--- config.mk ---
export PLATFORM = sky130hd
export DESIGN_NAME = post_reset_state_control
export DESIGN_NICKNAME = d
export VERILOG_FILES = /design/src/post_reset_pkg.sv /design/src/reset_input_sync.sv /design/src/watchdog_counter.sv /design/src/post_reset_state_control.sv
export SDC_FILE = /design/constraint.sdc
export NUM_CORES = 1
export LEC_CHECK = 0
export BUFFER_PORTS_ARGS = -buffer_cell sky130_fd_sc_hd__buf_2
export CAP_MARGIN = 40
export CORE_MARGIN = 1
export CORE_UTILIZATION = 50
export DETAILED_ROUTE_END_ITERATION = 16
export PLACE_DENSITY = 0.89
export SLEW_MARGIN = 10
export SYNTH_ARGS = -nofsm -noshare
export SYNTH_HDL_FRONTEND = slang
export SYNTH_SLANG_ARGS = --single-unit
--- constraint.sdc ---
create_clock -name i_clk -period 3.45 [get_ports i_clk]
set_input_delay 1.035 -clock i_clk [delete_from_list [all_inputs] [get_ports i_clk]]
set_output_delay 1.035 -clock i_clk [all_outputs]
set_load 0.05 [all_outputs]
--- src/post_reset_pkg.sv ---
package post_reset_pkg;
  localparam int unsigned CLK_MHZ = 125;
  localparam int unsigned RESET_SEQ_CYCLES = 516;
  localparam logic [9:0] RESET_SEQ_LAST = 10'h0203;
  localparam logic [15:0] DATA_PAGE_PTR_1_RST = 16'h0001;
  localparam logic [15:0] DATA_PAGE_PTR_2_RST = 16'h0002;
  localparam logic [15:0] DATA_PAGE_PTR_3_RST = 16'h0003;
  localparam logic [15:0] STACK_RST = 16'hFC00;
  localparam logic [15:0] STACK_OVERFLOW_LIMIT_RST = 16'hFA00;
  localparam logic [15:0] WDCON_WD_RST = 16'h0002;
  localparam logic [15:0] WDCON_OTHER_RST = 16'h0000;
  localparam logic [7:0] WD_RELOAD_RST = 8'h00;
  localparam int unsigned WDCON_CAUSE_BIT = 1;
  localparam int unsigned WDCON_PRESCALE_BIT = 0;
  localparam int unsigned BUSCON_TYPE_LSB = 6;
  localparam int unsigned BUSCON_LATCH_BIT = 9;
  localparam int unsigned BUSCON_ACTIVE_BIT = 10;
  localparam int unsigned SYSTEM_CONFIG_REG_HIGH_BYTE_ENABLE_DISABLE_BIT = 9;
  localparam int unsigned SYSTEM_CONFIG_REG_INTERNAL_ROM_ENABLE_BIT = 10;
  localparam int unsigned CFG_TYPE_LSB = 6;
  localparam int unsigned CFG_WIDTH_BIT = 7;
  localparam logic [1:0] BUS_TYPE_NONE = 2'h0;

  typedef struct packed {
    logic end_of_init;
    logic wd_service;
    logic wd_disable;
    logic sw_reset;
  } instr_strobes_t;

  typedef struct packed {
    logic [15:0] data_page_ptr_1;
    logic [15:0] data_page_ptr_2;
    logic [15:0] data_page_ptr_3;
    logic [15:0] context_pointer;
    logic [15:0] stack_pointer;
    logic [15:0] stack_underflow_limit;
    logic [15:0] stack_overflow_limit;
    logic [15:0] watchdog_control_reg;
    logic [15:0] system_config_reg;
    logic [15:0] bus_config_reg_0;
  } reset_regs_t;

  typedef enum logic [2:0] {
    ST_SEQ = 3'b001,
    ST_HOLD = 3'b010,
    ST_RUN = 3'b100
  } seq_state_t;
endpackage : post_reset_pkg

--- src/reset_input_sync.sv ---
`timescale 1ns/10ps
module reset_input_sync (
  input wire logic i_clk,
  input wire logic i_resetn,
  input wire logic i_ce,
  input wire logic i_hw_reset_in_n,
  output logic o_hw_reset_in_n
);
  logic meta_ff;
  logic sync_ff;

  // two stages before the sequence logic reads the pin; the reset output reads it raw
  always_ff @(posedge i_clk or negedge i_resetn) begin
    if (!i_resetn) begin
      meta_ff <= 1'b0;
      sync_ff <= 1'b0;
    end else if (i_ce) begin
      meta_ff <= i_hw_reset_in_n;
      sync_ff <= meta_ff;
    end
  end

  assign o_hw_reset_in_n = sync_ff;
endmodule : reset_input_sync

--- src/watchdog_counter.sv ---
`timescale 1ns/10ps
module watchdog_counter #(
  parameter int unsigned WIDTH = 16
) (
  input wire logic i_clk,
  input wire logic i_resetn,
  input wire logic i_ce,
  input wire logic i_clear,
  input wire logic i_run,
  input wire logic i_service,
  input wire logic i_prescale_128,
  input wire logic [7:0] i_reload,
  output logic o_overflow
);
  logic [WIDTH-1:0] count_ff;
  logic [6:0] pre_ff;
  logic tick;
  logic ovf_ff;

  assign tick = i_prescale_128 ? (pre_ff == 7'h7F) : pre_ff[0];

  always_ff @(posedge i_clk or negedge i_resetn) begin
    if (!i_resetn) begin
      pre_ff <= 7'h00;
    end else if (i_ce) begin
      if (i_clear || i_service || !i_run) begin
        pre_ff <= 7'h00;
      end else begin
        pre_ff <= pre_ff + 7'h01;
      end
    end
  end

  // counts up; service clears low byte and reloads high byte
  always_ff @(posedge i_clk or negedge i_resetn) begin
    if (!i_resetn) begin
      count_ff <= '0;
    end else if (i_ce) begin
      if (i_clear) begin
        count_ff <= '0;
      end else if (i_service) begin
        count_ff <= {i_reload, {(WIDTH-8){1'b0}}};
      end else if (i_run && tick) begin
        count_ff <= count_ff + {{(WIDTH-1){1'b0}}, 1'b1};
      end
    end
  end

  always_ff @(posedge i_clk or negedge i_resetn) begin
    if (!i_resetn) begin
      ovf_ff <= 1'b0;
    end else if (i_ce) begin
      ovf_ff <= i_run && tick && !i_service && !i_clear && (&count_ff);
    end
  end

  assign o_overflow = ovf_ff;
endmodule : watchdog_counter

--- src/post_reset_state_control.sv ---
`timescale 1ns/10ps
module post_reset_state_control #(
  parameter int unsigned NUM_GPIO = 16,
  parameter int unsigned NUM_CS = 5,
  parameter int unsigned NUM_SEG = 8
) (
  input wire logic i_clk,
  input wire logic i_resetn,
  input wire logic i_ce,
  input wire logic i_hw_reset_in_n,
  input wire logic [15:0] i_startup_config_port,
  input wire post_reset_pkg::instr_strobes_t i_instr,
  input wire logic i_wdcon_we,
  input wire logic [15:0] i_wdcon_wdata,
  input wire logic [NUM_GPIO-1:0] i_gpio_dir_wdata,
  input wire logic i_gpio_dir_we,
  output logic o_system_reset_out_n,
  output logic o_internal_reset,
  output logic o_bus_active,
  output logic o_latch_strobe_weak_low,
  output logic o_rdwr_cs_weak_high,
  output logic o_ready_enable,
  output logic [NUM_SEG-1:0] o_segment_lines,
  output logic [NUM_CS-1:0] o_chip_select_n,
  output logic [NUM_GPIO-1:0] o_gpio_oe,
  output logic [7:0] o_startup_config_latch,
  output logic o_watchdog_cause_flag,
  output logic o_watchdog_enabled,
  output logic o_disable_allowed,
  output post_reset_pkg::reset_regs_t o_regs
);
  logic hw_in_n;
  logic seq_start;
  logic wd_ovf;
  logic [9:0] seq_cnt_ff;
  post_reset_pkg::seq_state_t state_ff;
  post_reset_pkg::seq_state_t nxt_state;
  logic run;
  logic rst_out_ff;
  logic wd_reset_ff;
  logic hw_reset_ff;
  logic wd_en_ff;
  logic dis_ok_ff;
  logic [15:0] wdcon_ff;
  logic [7:0] cfg_low_ff;
  logic [7:0] cfg_high_ff;
  logic [NUM_GPIO-1:0] gpio_dir_ff;
  logic bus_external;

  reset_input_sync u_sync (
    .i_clk(i_clk),
    .i_resetn(i_resetn),
    .i_ce(i_ce),
    .i_hw_reset_in_n(i_hw_reset_in_n),
    .o_hw_reset_in_n(hw_in_n)
  );

  // any reset source starts the sequence
  assign seq_start = !hw_in_n || i_instr.sw_reset || wd_ovf;
  assign run = (state_ff == post_reset_pkg::ST_RUN);

  always_comb begin
    nxt_state = state_ff;
    case (state_ff)
      post_reset_pkg::ST_SEQ: begin
        if (seq_cnt_ff == post_reset_pkg::RESET_SEQ_LAST) begin
          nxt_state = hw_in_n ? post_reset_pkg::ST_RUN : post_reset_pkg::ST_HOLD;
        end
      end
      post_reset_pkg::ST_HOLD: begin
        if (hw_in_n) begin
          nxt_state = post_reset_pkg::ST_RUN;
        end
      end
      post_reset_pkg::ST_RUN: begin
        nxt_state = post_reset_pkg::ST_RUN;
      end
      default: begin
        nxt_state = post_reset_pkg::ST_SEQ;
      end
    endcase
    if (seq_start && state_ff == post_reset_pkg::ST_RUN) begin
      nxt_state = post_reset_pkg::ST_SEQ;
    end
  end

  always_ff @(posedge i_clk or negedge i_resetn) begin
    if (!i_resetn) begin
      state_ff <= post_reset_pkg::ST_SEQ;
      seq_cnt_ff <= 10'h0000;
    end else if (i_ce) begin
      state_ff <= nxt_state;
      if (nxt_state == post_reset_pkg::ST_SEQ && state_ff != post_reset_pkg::ST_SEQ) begin
        seq_cnt_ff <= 10'h0000;
      end else if (state_ff == post_reset_pkg::ST_SEQ) begin
        seq_cnt_ff <= seq_cnt_ff + 10'h0001;
      end
    end
  end

  // remembers the cause of the latest sequence
  always_ff @(posedge i_clk or negedge i_resetn) begin
    if (!i_resetn) begin
      wd_reset_ff <= 1'b0;
      hw_reset_ff <= 1'b1;
    end else if (i_ce && run && seq_start) begin
      wd_reset_ff <= wd_ovf && hw_in_n;
      hw_reset_ff <= !hw_in_n;
    end else if (i_ce && !run && !hw_in_n) begin
      wd_reset_ff <= 1'b0;
      hw_reset_ff <= 1'b1;
    end
  end

  // async low on the pin reset, sync low on software or watchdog
  always_ff @(posedge i_clk or negedge i_resetn) begin
    if (!i_resetn) begin
      rst_out_ff <= 1'b0;
    end else if (i_ce) begin
      if (seq_start) begin
        rst_out_ff <= 1'b0;
      end else if (run && i_instr.end_of_init) begin
        rst_out_ff <= 1'b1;
      end
    end
  end
  assign o_system_reset_out_n = rst_out_ff && i_hw_reset_in_n;

  // startup configuration sampled during the sequence
  always_ff @(posedge i_clk or negedge i_resetn) begin
    if (!i_resetn) begin
      cfg_low_ff <= 8'h00;
      cfg_high_ff <= 8'h00;
    end else if (i_ce && !run) begin
      cfg_low_ff <= i_startup_config_port[7:0];
      cfg_high_ff <= i_startup_config_port[15:8];
    end
  end

  assign bus_external = (cfg_low_ff[post_reset_pkg::CFG_TYPE_LSB +: 2] != post_reset_pkg::BUS_TYPE_NONE);

  // watchdog control register and its cause flag
  always_ff @(posedge i_clk or negedge i_resetn) begin
    if (!i_resetn) begin
      wdcon_ff <= post_reset_pkg::WDCON_OTHER_RST;
    end else if (i_ce) begin
      if (!run) begin
        wdcon_ff <= wd_reset_ff ? post_reset_pkg::WDCON_WD_RST : post_reset_pkg::WDCON_OTHER_RST;
        if (hw_reset_ff) begin
          wdcon_ff <= post_reset_pkg::WDCON_OTHER_RST;
        end
      end else if (i_instr.wd_service) begin
        wdcon_ff[post_reset_pkg::WDCON_CAUSE_BIT] <= 1'b0;
      end else if (i_wdcon_we) begin
        wdcon_ff[15:8] <= i_wdcon_wdata[15:8];
        wdcon_ff[post_reset_pkg::WDCON_PRESCALE_BIT] <= i_wdcon_wdata[post_reset_pkg::WDCON_PRESCALE_BIT];
      end
    end
  end

  // disable window closes on first service or end-of-init
  always_ff @(posedge i_clk or negedge i_resetn) begin
    if (!i_resetn) begin
      wd_en_ff <= 1'b1;
      dis_ok_ff <= 1'b1;
    end else if (i_ce) begin
      if (!run) begin
        wd_en_ff <= 1'b1;
        dis_ok_ff <= 1'b1;
      end else begin
        if (i_instr.wd_disable && dis_ok_ff) begin
          wd_en_ff <= 1'b0;
        end
        if (i_instr.wd_service || i_instr.end_of_init) begin
          dis_ok_ff <= 1'b0;
        end
      end
    end
  end

  watchdog_counter #(
    .WIDTH(16)
  ) u_wdt (
    .i_clk(i_clk),
    .i_resetn(i_resetn),
    .i_ce(i_ce),
    .i_clear(!run),
    .i_run(run && wd_en_ff),
    .i_service(i_instr.wd_service),
    .i_prescale_128(wdcon_ff[post_reset_pkg::WDCON_PRESCALE_BIT]),
    .i_reload(wdcon_ff[15:8]),
    .o_overflow(wd_ovf)
  );

  // direction registers cleared by every reset; ram is not touched here
  always_ff @(posedge i_clk or negedge i_resetn) begin
    if (!i_resetn) begin
      gpio_dir_ff <= '0;
    end else if (i_ce) begin
      if (!run) begin
        gpio_dir_ff <= '0;
      end else if (i_gpio_dir_we) begin
        gpio_dir_ff <= i_gpio_dir_wdata;
      end
    end
  end
  assign o_gpio_oe = gpio_dir_ff;

  always_comb begin
    o_regs = '0;
    o_regs.data_page_ptr_1 = post_reset_pkg::DATA_PAGE_PTR_1_RST;
    o_regs.data_page_ptr_2 = post_reset_pkg::DATA_PAGE_PTR_2_RST;
    o_regs.data_page_ptr_3 = post_reset_pkg::DATA_PAGE_PTR_3_RST;
    o_regs.context_pointer = post_reset_pkg::STACK_RST;
    o_regs.stack_pointer = post_reset_pkg::STACK_RST;
    o_regs.stack_underflow_limit = post_reset_pkg::STACK_RST;
    o_regs.stack_overflow_limit = post_reset_pkg::STACK_OVERFLOW_LIMIT_RST;
    o_regs.watchdog_control_reg = wdcon_ff;
    o_regs.system_config_reg[post_reset_pkg::SYSTEM_CONFIG_REG_INTERNAL_ROM_ENABLE_BIT] = 1'b0;
    o_regs.system_config_reg[post_reset_pkg::SYSTEM_CONFIG_REG_HIGH_BYTE_ENABLE_DISABLE_BIT] = !cfg_low_ff[post_reset_pkg::CFG_WIDTH_BIT];
    o_regs.bus_config_reg_0[post_reset_pkg::BUSCON_TYPE_LSB +: 2] =
      cfg_low_ff[post_reset_pkg::CFG_TYPE_LSB +: 2];
    o_regs.bus_config_reg_0[post_reset_pkg::BUSCON_ACTIVE_BIT] = 1'b1;
    o_regs.bus_config_reg_0[post_reset_pkg::BUSCON_LATCH_BIT] = 1'b1;
  end

  // pins activate only once the internal reset condition has ended
  assign o_internal_reset = !run;
  assign o_bus_active = run && bus_external;
  assign o_latch_strobe_weak_low = !run;
  assign o_rdwr_cs_weak_high = !run;
  assign o_ready_enable = 1'b0;
  assign o_segment_lines = '0;

  genvar g;
  generate
    for (g = 0; g < NUM_CS; g++) begin : gen_cs
      if (g == 0) begin : gen_first
        assign o_chip_select_n[g] = !(run && bus_external);
      end else begin : gen_other
        assign o_chip_select_n[g] = 1'b1;
      end
    end
  endgenerate

  assign o_startup_config_latch = cfg_high_ff;
  assign o_watchdog_cause_flag = wdcon_ff[post_reset_pkg::WDCON_CAUSE_BIT];
  assign o_watchdog_enabled = wd_en_ff;
  assign o_disable_allowed = dis_ok_ff;

  chk_seq_length: assert property (@(posedge i_clk) disable iff (!i_resetn)
    (i_ce && state_ff == post_reset_pkg::ST_SEQ && seq_cnt_ff == 10'h0000) |-> !run [*8])
    else $error("reset sequence ended too early");
  chk_out_low_seq: assert property (@(posedge i_clk) disable iff (!i_resetn)
    !run |-> !o_system_reset_out_n)
    else $error("reset output high during sequence");
  chk_out_until_init: assert property (@(posedge i_clk) disable iff (!i_resetn)
    (i_ce && run && i_instr.end_of_init && !seq_start && i_hw_reset_in_n && hw_in_n) |=> o_system_reset_out_n)
    else $error("reset output not released by end of init");
  chk_disable_window: assert property (@(posedge i_clk) disable iff (!i_resetn)
    (run && !dis_ok_ff && wd_en_ff && !seq_start) |=> wd_en_ff)
    else $error("watchdog disabled outside window");
  chk_cause_clear: assert property (@(posedge i_clk) disable iff (!i_resetn)
    (i_ce && run && i_instr.wd_service) |=> !o_watchdog_cause_flag)
    else $error("cause flag not cleared by service");
  chk_gpio_input: assert property (@(posedge i_clk) disable iff (!i_resetn)
    ($fell(run)) |=> (o_gpio_oe == '0))
    else $error("port direction not cleared by reset");
  chk_bus_hold: assert property (@(posedge i_clk) disable iff (!i_resetn)
    (state_ff == post_reset_pkg::ST_HOLD) |-> (!o_bus_active && o_chip_select_n[0]))
    else $error("outputs active during extended reset");
  chk_stack_preset: assert property (@(posedge i_clk) disable iff (!i_resetn)
    $rose(run) |-> (o_regs.stack_pointer == post_reset_pkg::STACK_RST &&
      o_regs.bus_config_reg_0[post_reset_pkg::BUSCON_ACTIVE_BIT]))
    else $error("stack or bus config preset wrong");

  // sequence entry and exit, cause tracking and frozen state while running
  chk_reset_entry: assert property (@(posedge i_clk) disable iff (!i_resetn)
    (i_ce && run && seq_start) |=> (!run && !rst_out_ff))
    else $error("reset source did not start the sequence");
  chk_seq_end: assert property (@(posedge i_clk) disable iff (!i_resetn)
    (i_ce && state_ff == post_reset_pkg::ST_SEQ && seq_cnt_ff == post_reset_pkg::RESET_SEQ_LAST &&
      hw_in_n) |=> run)
    else $error("sequence did not end after its last count");
  chk_hold_extend: assert property (@(posedge i_clk) disable iff (!i_resetn)
    (i_ce && state_ff == post_reset_pkg::ST_HOLD && !hw_in_n) |=> !run)
    else $error("extended reset ended while pin low");
  chk_cause_set: assert property (@(posedge i_clk) disable iff (!i_resetn)
    (i_ce && run && wd_ovf && hw_in_n) |-> ##2 o_watchdog_cause_flag)
    else $error("watchdog reset did not set cause flag");
  chk_pin_cause: assert property (@(posedge i_clk) disable iff (!i_resetn)
    (i_ce && !run && !hw_in_n) |-> ##2 !o_watchdog_cause_flag)
    else $error("pin reset did not clear cause flag");
  chk_wdcon_kind: assert property (@(posedge i_clk) disable iff (!i_resetn)
    $rose(run) |-> (wdcon_ff == post_reset_pkg::WDCON_WD_RST || wdcon_ff == post_reset_pkg::WDCON_OTHER_RST))
    else $error("watchdog control preset wrong");
  chk_wd_restart: assert property (@(posedge i_clk) disable iff (!i_resetn)
    $rose(run) |-> (wd_en_ff && dis_ok_ff))
    else $error("watchdog not running after reset");
  chk_gpio_stable: assert property (@(posedge i_clk) disable iff (!i_resetn)
    (i_ce && run && !i_gpio_dir_we) |=> $stable(o_gpio_oe))
    else $error("port direction changed without a write");
  chk_cfg_frozen: assert property (@(posedge i_clk) disable iff (!i_resetn)
    (i_ce && run) |=> $stable(o_startup_config_latch))
    else $error("startup configuration changed while running");
endmodule : post_reset_state_control

==> results.md, run 1 <==
- RR Startpoint: state_ff[1]
- Synth area leaders: dfrtp_1 (38%), buf_4 (25%), a22o_1 (4.5%)
- Setup TNS: 0 ns
- Actual slew at the worst max-slew pin: 0.834 ns
- Clock latency on the worst-skew pair: 0.36 ns
- Delay of the slowest cell on the worst path: 0.49 ns
- Slew Viols, Final: 0
- Hold Crit Start: seq_cnt_ff[9]
- Combinational share of power: 0.274
- Hold Vio Cnt, Final: 0
- Setup slack at placement: 0.655 ns
- Flop pwr share: 0.444
- Top cells by count, synth: buf_4 (165), dfrtp_1 (76), o21ai_0 (38), nand2_1 (32), a22o_1 (26)
- Area leader, netlist: dfrtp_1
- Die area: 10500 um^2
- Seq cells post-synth: 80
- CTS tree: done
- Number of DRC markers in iteration 0: 446
- Hold slack: 0.501 ns
- CP required: 2.41 ns
- Clock Tree Root: clkbuf_8
- Share of the synthesized area in the top cell type: 0.378
- Worst clock skew: 0.00782 ns
- Crit Path Max Fanout: 7
- Post-synth cell types: 52
- Final WL: 10200 um
- Vias in the first global route: 3252
- EDFF count, synth: 0
- Main flop type after synthesis: dfrtp_1
- Gate Count Post-Synth: 534
- Most common cell in the netlist: buf_4
- Antenna violations before repair: 0
- Highest clock rate: 0.347 GHz
- Leak pwr: 2.61 nW
- Critical Path AT: 1.84 ns
- Final antenna-violating net count: 0
- Core Rows: 36
- # hold bufs at CTS: 0
- Wire per inst: 13.5 um
- Fillers: 793
- Die height: 102 um
- Nets: 676
- GRT Util Overall: 0.196
- Max clock buf depth: 2
- Final worst path period share: 0.834
- Worst setup startpoint: state_ff[1]
- Vias: 3846
- Clk sinks: 80
- Outcome: completed
- Synth warn: 0
- Die width: 102 um
- Antenna cell count: 0
- CP startpoint kind: register
- P_int: 1.43 mW
- Nature of the critical path endpoint: output pin
- RSZ-0062 raised after global routing: no
- Ys async rst share: 1.00
- Post-CTS Setup Bufs: 0
- Net Sw Power: 0.943 mW
- Syn Area/Cell: 9.42 um^2
- Max cap viols: 0
- HPWL after DPL: 7460 um
- RePlAce Congestion: 0.867
- Total CTS buffers: 9
- H-tree level count: 3
- Fraction of layout cells with a size suffix above 1: 0.213
- Final Critical Period: 2.88 ns
- Top-Level Pins: 264
- Post-synthesis sequential area ratio: 0.399
- Worst Hold Class: register to register
- Clock power frac: 0.282
- GR Overflow Total: 0
- Mapped cell area: 5030 um^2
- IO buf count: 90
- CTS clock-pin slew for the worst setup and hold paths: 0.08 ns
- Starting Density: 0.515
- Core area: 9770 um^2
- R2r worst-path depth: 5
- Switch share: 0.398
- 1st-pass router iterations: 7
- Hold Crit Depth: 1
- Max IR drop VDD: 0.389 mV
- Drc violations: 0
- CP max-delay cell: dfrtp_1
- Final worst slack: 0.572 ns
- Largest net degree at the start of global routing: 58
- Endpoints failing setup: 0
- P&R area growth vs syn: 2.79%
- Vias/cell: 5.11
- Max_slew headroom: 0.443
- Worst-path cell chain: nor3b_4 > o21ai_0 > inv_1 > buf_2
- P per Cell Area: 458 nW/um^2
- First-pass GRT wire length: 15800 um
- Post_cts resized: 0
- Crit Path Category: register to output pin
cell type report:
class,instances,area [um^2],share of cell area
Tap cell,133,166,0.0322
Multi-Input combinational cell,419,2260,0.437
Sequential cell,80,2010,0.388
Timing Repair Buffer,96,515,0.0997
Inverter,9,33.8,0.00653
Clock buffer,16,190,0.0368
critical path, delay by kind of cell (launching register included):
kind | cells | cell delay, ns
AO/OA/AOI/OAI | 1 | 0.21
buffers and inverters | 2 | 0.33
flip-flops | 1 | 0.49
AND/OR/NAND/NOR | 1 | 0.44
sequential cells by signal, summed over array words and instances, names as in the netlist:
signal,cells
cfg_low_ff,2
hw_reset_ff,1
o_disable_allowed,1
o_gpio_oe,16
o_startup_config_latch,8
o_watchdog_enabled,1
rst_out_ff,1
seq_cnt_ff,10
state_ff,3
u_sync.meta_ff,1
u_sync.o_hw_reset_in_n,1
u_wdt.count_ff,16
u_wdt.o_overflow,1
u_wdt.pre_ff,7
wd_reset_ff,1
wdcon_ff,10
path summary, 6_finish.rpt:
| check | slack, ns | end |
|---|---|---|
| max | 0.57 | o_bus_active |
| min | 0.50 | seq_cnt_ff[9] |
| max reg2reg | 1.22 | o_startup_config_latch[6] |
| min reg2reg | 0.50 | seq_cnt_ff[9] |
| max in group asynchronous | 2.25 | o_disable_allowed |
| min in group asynchronous | 0.57 | wdcon_ff[11] |
stage by stage:
stage | cells | utilization | cell area [um^2] | total power [mW]
after floorplan | 692 | - | 5620 | 1.75
after detailed placement | 737 | 0.510 | 4980 | 1.71
after global placement | 735 | 0.506 | 4950 | 1.69
after CTS | 753 | 0.529 | 5170 | 2.37
final | 753 | 0.529 | 5170 | 2.37
after global routing | 753 | 0.529 | 5170 | 2.47
power groups by stage:
stage / Combinational, mW / Clock [mW] / Sequential, mW
2_1_floorplan: 0.668 / 0 / 1.09
3_3_place_gp: 0.631 / 0 / 1.06
3_5_place_dp: 0.647 / 0 / 1.07
4_1_cts: 0.648 / 0.669 / 1.05
5_1_grt: 0.694 / 0.718 / 1.06
6_report: 0.650 / 0.668 / 1.05
routing by layer:
metal / vias up / wire length, um / GRT usage / share of wire
met2: 285 / 5140 / 0.322 / 0.50
met3: 23 / 892 / 0.0513 / 0.088
met5: - / 0 / 0 / 0
li1: 1711 / - / - / -
met4: 0 / 212 / 0.0868 / 0.021
met1: 1827 / 3940 / 0.243 / 0.39
placed cells by master (no fill, tap or decap), types with 6 or more instances in the layout:
cell type	instances
clkbuf_8	13
a21oi_1	15
and3_1	6
nor2_1	21
conb_1	160
nand3_1	17
buf_2	90
a22o_1	26
o31ai_1	10
inv_1	8
mux2_2	13
nand4_1	10
dfrtp_1	76
nand2_1	32
o21ai_0	38
logic make-up after synthesis:
kind of cell | after synthesis | synth area share
flip-flops | 80 | 0.399
AO/OA/AOI/OAI | 117 | 0.156
XOR/XNOR | 1 | 0.00174
multiplexers | 15 | 0.0331
buffers and inverters | 193 | 0.270
adder cells (fa/ha/maj) | 3 | 0.00746
other | 2 | 0.00149
AND/OR/NAND/NOR | 123 | 0.131
No activity file was read; power rests on OpenSTA's default activity.
==> run 2, diff against run 1 <==
--- a/config.mk
+++ b/config.mk
@@ -8,9 +8,9 @@
 export BUFFER_PORTS_ARGS = -buffer_cell sky130_fd_sc_hd__buf_2
 export CAP_MARGIN = 40
 export CORE_MARGIN = 1
-export CORE_UTILIZATION = 50
+export CORE_UTILIZATION = 42
 export DETAILED_ROUTE_END_ITERATION = 16
-export PLACE_DENSITY = 0.89
+export PLACE_DENSITY = 0.8
 export SLEW_MARGIN = 10
 export SYNTH_ARGS = -nofsm -noshare
 export SYNTH_HDL_FRONTEND = slang
==> constraint.sdc (replaced) <==
create_clock -name i_clk -period 2.5 [get_ports i_clk]
set_input_delay 0.75 -clock i_clk [delete_from_list [all_inputs] [get_ports i_clk]]
set_output_delay 0.75 -clock i_clk [all_outputs]
set_load 0.05 [all_outputs]
==> results.md, run 2 (same netlist as run 1, synthesis figures left out) <==
- Number of DRC markers in iteration 0: 276 (was 446)
- RePlAce Congestion: 0.870 (was 0.867)
- Critical Path AT: 1.65 ns (was 1.84 ns)
- Antenna cell count: 0 (unchanged)
- Highest clock rate: 0.417 GHz
- Post_cts resized: 0 (unchanged)
- Core Rows: 39 (was 36)
- Fraction of layout cells with a size suffix above 1: 0.223 (was 0.213)
- First-pass GRT wire length: 15500 um (was 15800 um)
- Fin area: 5340 um^2 (was 5170 um^2)
- CP max-delay cell: dfrtp_1 (unchanged)
- Failing checks: DRC
- Fillers: 1073 (was 793)
- RSZ-0062 raised after global routing: no (unchanged)
- Top-Level Pins: 264 (unchanged)
- Finished Layout Cells: 771 (was 753)
- Die area: 12400 um^2 (was 10500 um^2)
- Max IR drop VDD: 0.506 mV (was 0.389 mV)
- Core area: 11600 um^2 (was 9770 um^2)
- Leak pwr: 2.69 nW (was 2.61 nW)
- Max cap viols: 0 (unchanged)
- Worst clock skew: 0.00708 ns (was 0.00782 ns)
- CTS tree: done (unchanged)
- Worst setup startpoint: state_ff[1] (unchanged)
- Dpl cell area: 5050 um^2 (was 4980 um^2)
- Delay of the slowest cell on the worst path: 0.48 ns (was 0.49 ns)
- Final WL: 9560 um (was 10200 um)
- Commonest cells after routing, fill and taps aside: conb_1 (160), buf_2 (90), dfrtp_1 (76) (unchanged)
- Final Critical Period: 2.40 ns
- Wire per inst: 12.4 um (was 13.5 um)
- HPWL after DPL: 7160 um (was 7460 um)
- Setup TNS: 0 ns (unchanged)
- Setup slack at placement: 0.357 ns (was 0.655 ns)
- Clock Tree Root: clkbuf_16 (was clkbuf_8)
- Largest net degree at the start of global routing: 35 (was 58)
- Area occupied by multi-input gates: 2260 um^2 (about the same)
- # hold bufs at CTS: 0 (unchanged)
- R2r worst-path depth: 6 (was 5)
- Crit Path Max Fanout: 9 (was 7)
- Worst path top cell family by delay: flip-flops (unchanged)
- CP Capture Point: o_internal_reset (was o_bus_active)
- Die width: 111 um (was 102 um)
- Drc violations: 16 (was 0)
- Reg-to-reg slack, setup: 0.43 ns (was 1.22 ns)
- Outcome: finished, violations left (was completed)
- CP startpoint kind: register (unchanged)
- Hold slack: 0.349 ns (was 0.501 ns)
- Final antenna-violating net count: 0 (unchanged)
- Max clock buf depth: 2 (unchanged)
- Nets: 684 (was 676)
- Clk sinks: 80 (unchanged)
- Vias/cell: 4.77 (was 5.11)
- Endpoints failing setup: 0 (unchanged)
- RR Startpoint: u_wdt.pre_ff[0] (was state_ff[1])
- Register area: 2010 um^2 (unchanged)
- Max_slew headroom: 0.546 (was 0.443)
- Die height: 111 um (was 102 um)
- Cell total after placement: 755 (was 737)
- IO buf count: 90 (unchanged)
- Worst reg2reg endpoint: u_wdt.count_ff[5] (was o_startup_config_latch[6])
- CP required: 1.75 ns (was 2.41 ns)
- Final worst slack: 0.0993 ns (was 0.572 ns)
- Total CTS buffers: 9 (unchanged)
- Antenna violations before repair: 0 (unchanged)
- Slew Viols, Final: 0 (unchanged)
- Final worst path period share: 0.960
- GR Overflow Total: 0 (unchanged)
- Most common cell after layout, fill and taps aside: conb_1 (unchanged)
- Buffers and inverters on the worst path: 2 (unchanged)
- Nature of the critical path endpoint: output pin (unchanged)
- Starting Density: 0.435 (was 0.515)
- Clock latency on the worst-skew pair: 0.34 ns (was 0.36 ns)
- CTS clock-pin slew for the worst setup and hold paths: 0.06 ns (was 0.08 ns)
- Hold Vio Cnt, Final: 0 (unchanged)
- Post-CTS Setup Bufs: 0 (unchanged)
- Worst Hold Class: input pin to async pin (was register to register)
- Vias: 3680 (was 3846)
- Instance count on the critical path: 3 (was 4)
- GRT Util Overall: 0.155 (was 0.196)
- P per Cell Area: 684 nW/um^2 (was 458 nW/um^2)
- Worst-path cell chain: nor3b_4 > inv_2 > buf_2 (was nor3b_4 > o21ai_0 > inv_1 > buf_2)
- H-tree level count: 3 (unchanged)
- Crit Path Category: register to output pin (unchanged)
- Actual slew at the worst max-slew pin: 0.676 ns (was 0.834 ns)
- Vias in the first global route: 3288 (was 3252)
- P&R area growth vs syn: 6.19% (was 2.79%)
- 1st-pass router iterations: 14 (was 7)
[run 2: metrics by stage]
stage,utilization,power (mW)
final,0.462,3.65
after CTS,0.462,3.67
after global placement,0.436,2.36
after detailed placement,0.437,2.37
after global routing,0.462,3.80
after floorplan,-,2.42
[run 2: worst reg2reg max path, cell delays in order (launching register included)]
cell and delay (ns):
dfrtp_1 0.41, ha_1 0.23, nand3_1 0.18, o21ai_1 0.43, nand2_1 0.20, or4_1 0.49
nand2_1 0.06
[run 2: worst min path at each step]
stage / to / from / slack [ns] / depth (start not counted)
global placement: o_disable_allowed / o_disable_allowed / 0.45 / 2
global route: o_startup_config_latch[2] / i_resetn / 0.39 / 1
floorplan: seq_cnt_ff[9] / seq_cnt_ff[9] / 0.44 / 1
finish: o_startup_config_latch[2] / i_resetn / 0.35 / 1
detailed placement: seq_cnt_ff[9] / seq_cnt_ff[9] / 0.47 / 1
CTS: o_startup_config_latch[2] / i_resetn / 0.36 / 1
[run 2: layout make-up]
class | instances | share of cell area
Inverter | 9 | 0.00632
Clock inverter | 2 | 0.00726
Timing Repair Buffer | 104 | 0.106
Clock buffer | 14 | 0.0475
Sequential cell | 80 | 0.376
Tap cell | 143 | 0.0335
Multi-Input combinational cell | 419 | 0.423
[run 2: report_power, final]
part | total (mW) | switching (mW) | internal (mW)
Combinational | 0.907 | 0.764 | 0.143
Sequential | 1.45 | 0.0817 | 1.37
Clock | 1.30 | 0.492 | 0.804
Total | 3.65 | 1.34 | 2.32
[run 2: per-layer routing]
| layer | part of all wire | track usage | up-vias |
|---|---|---|---|
| li1 | - | - | 1731 |
| met1 | 0.43 | 0.199 | 1740 |
| met2 | 0.49 | 0.255 | 201 |
| met3 | 0.068 | 0.0256 | 8 |
| met4 | 0.014 | 0.0721 | 0 |
| met5 | 0 | 0 | - |
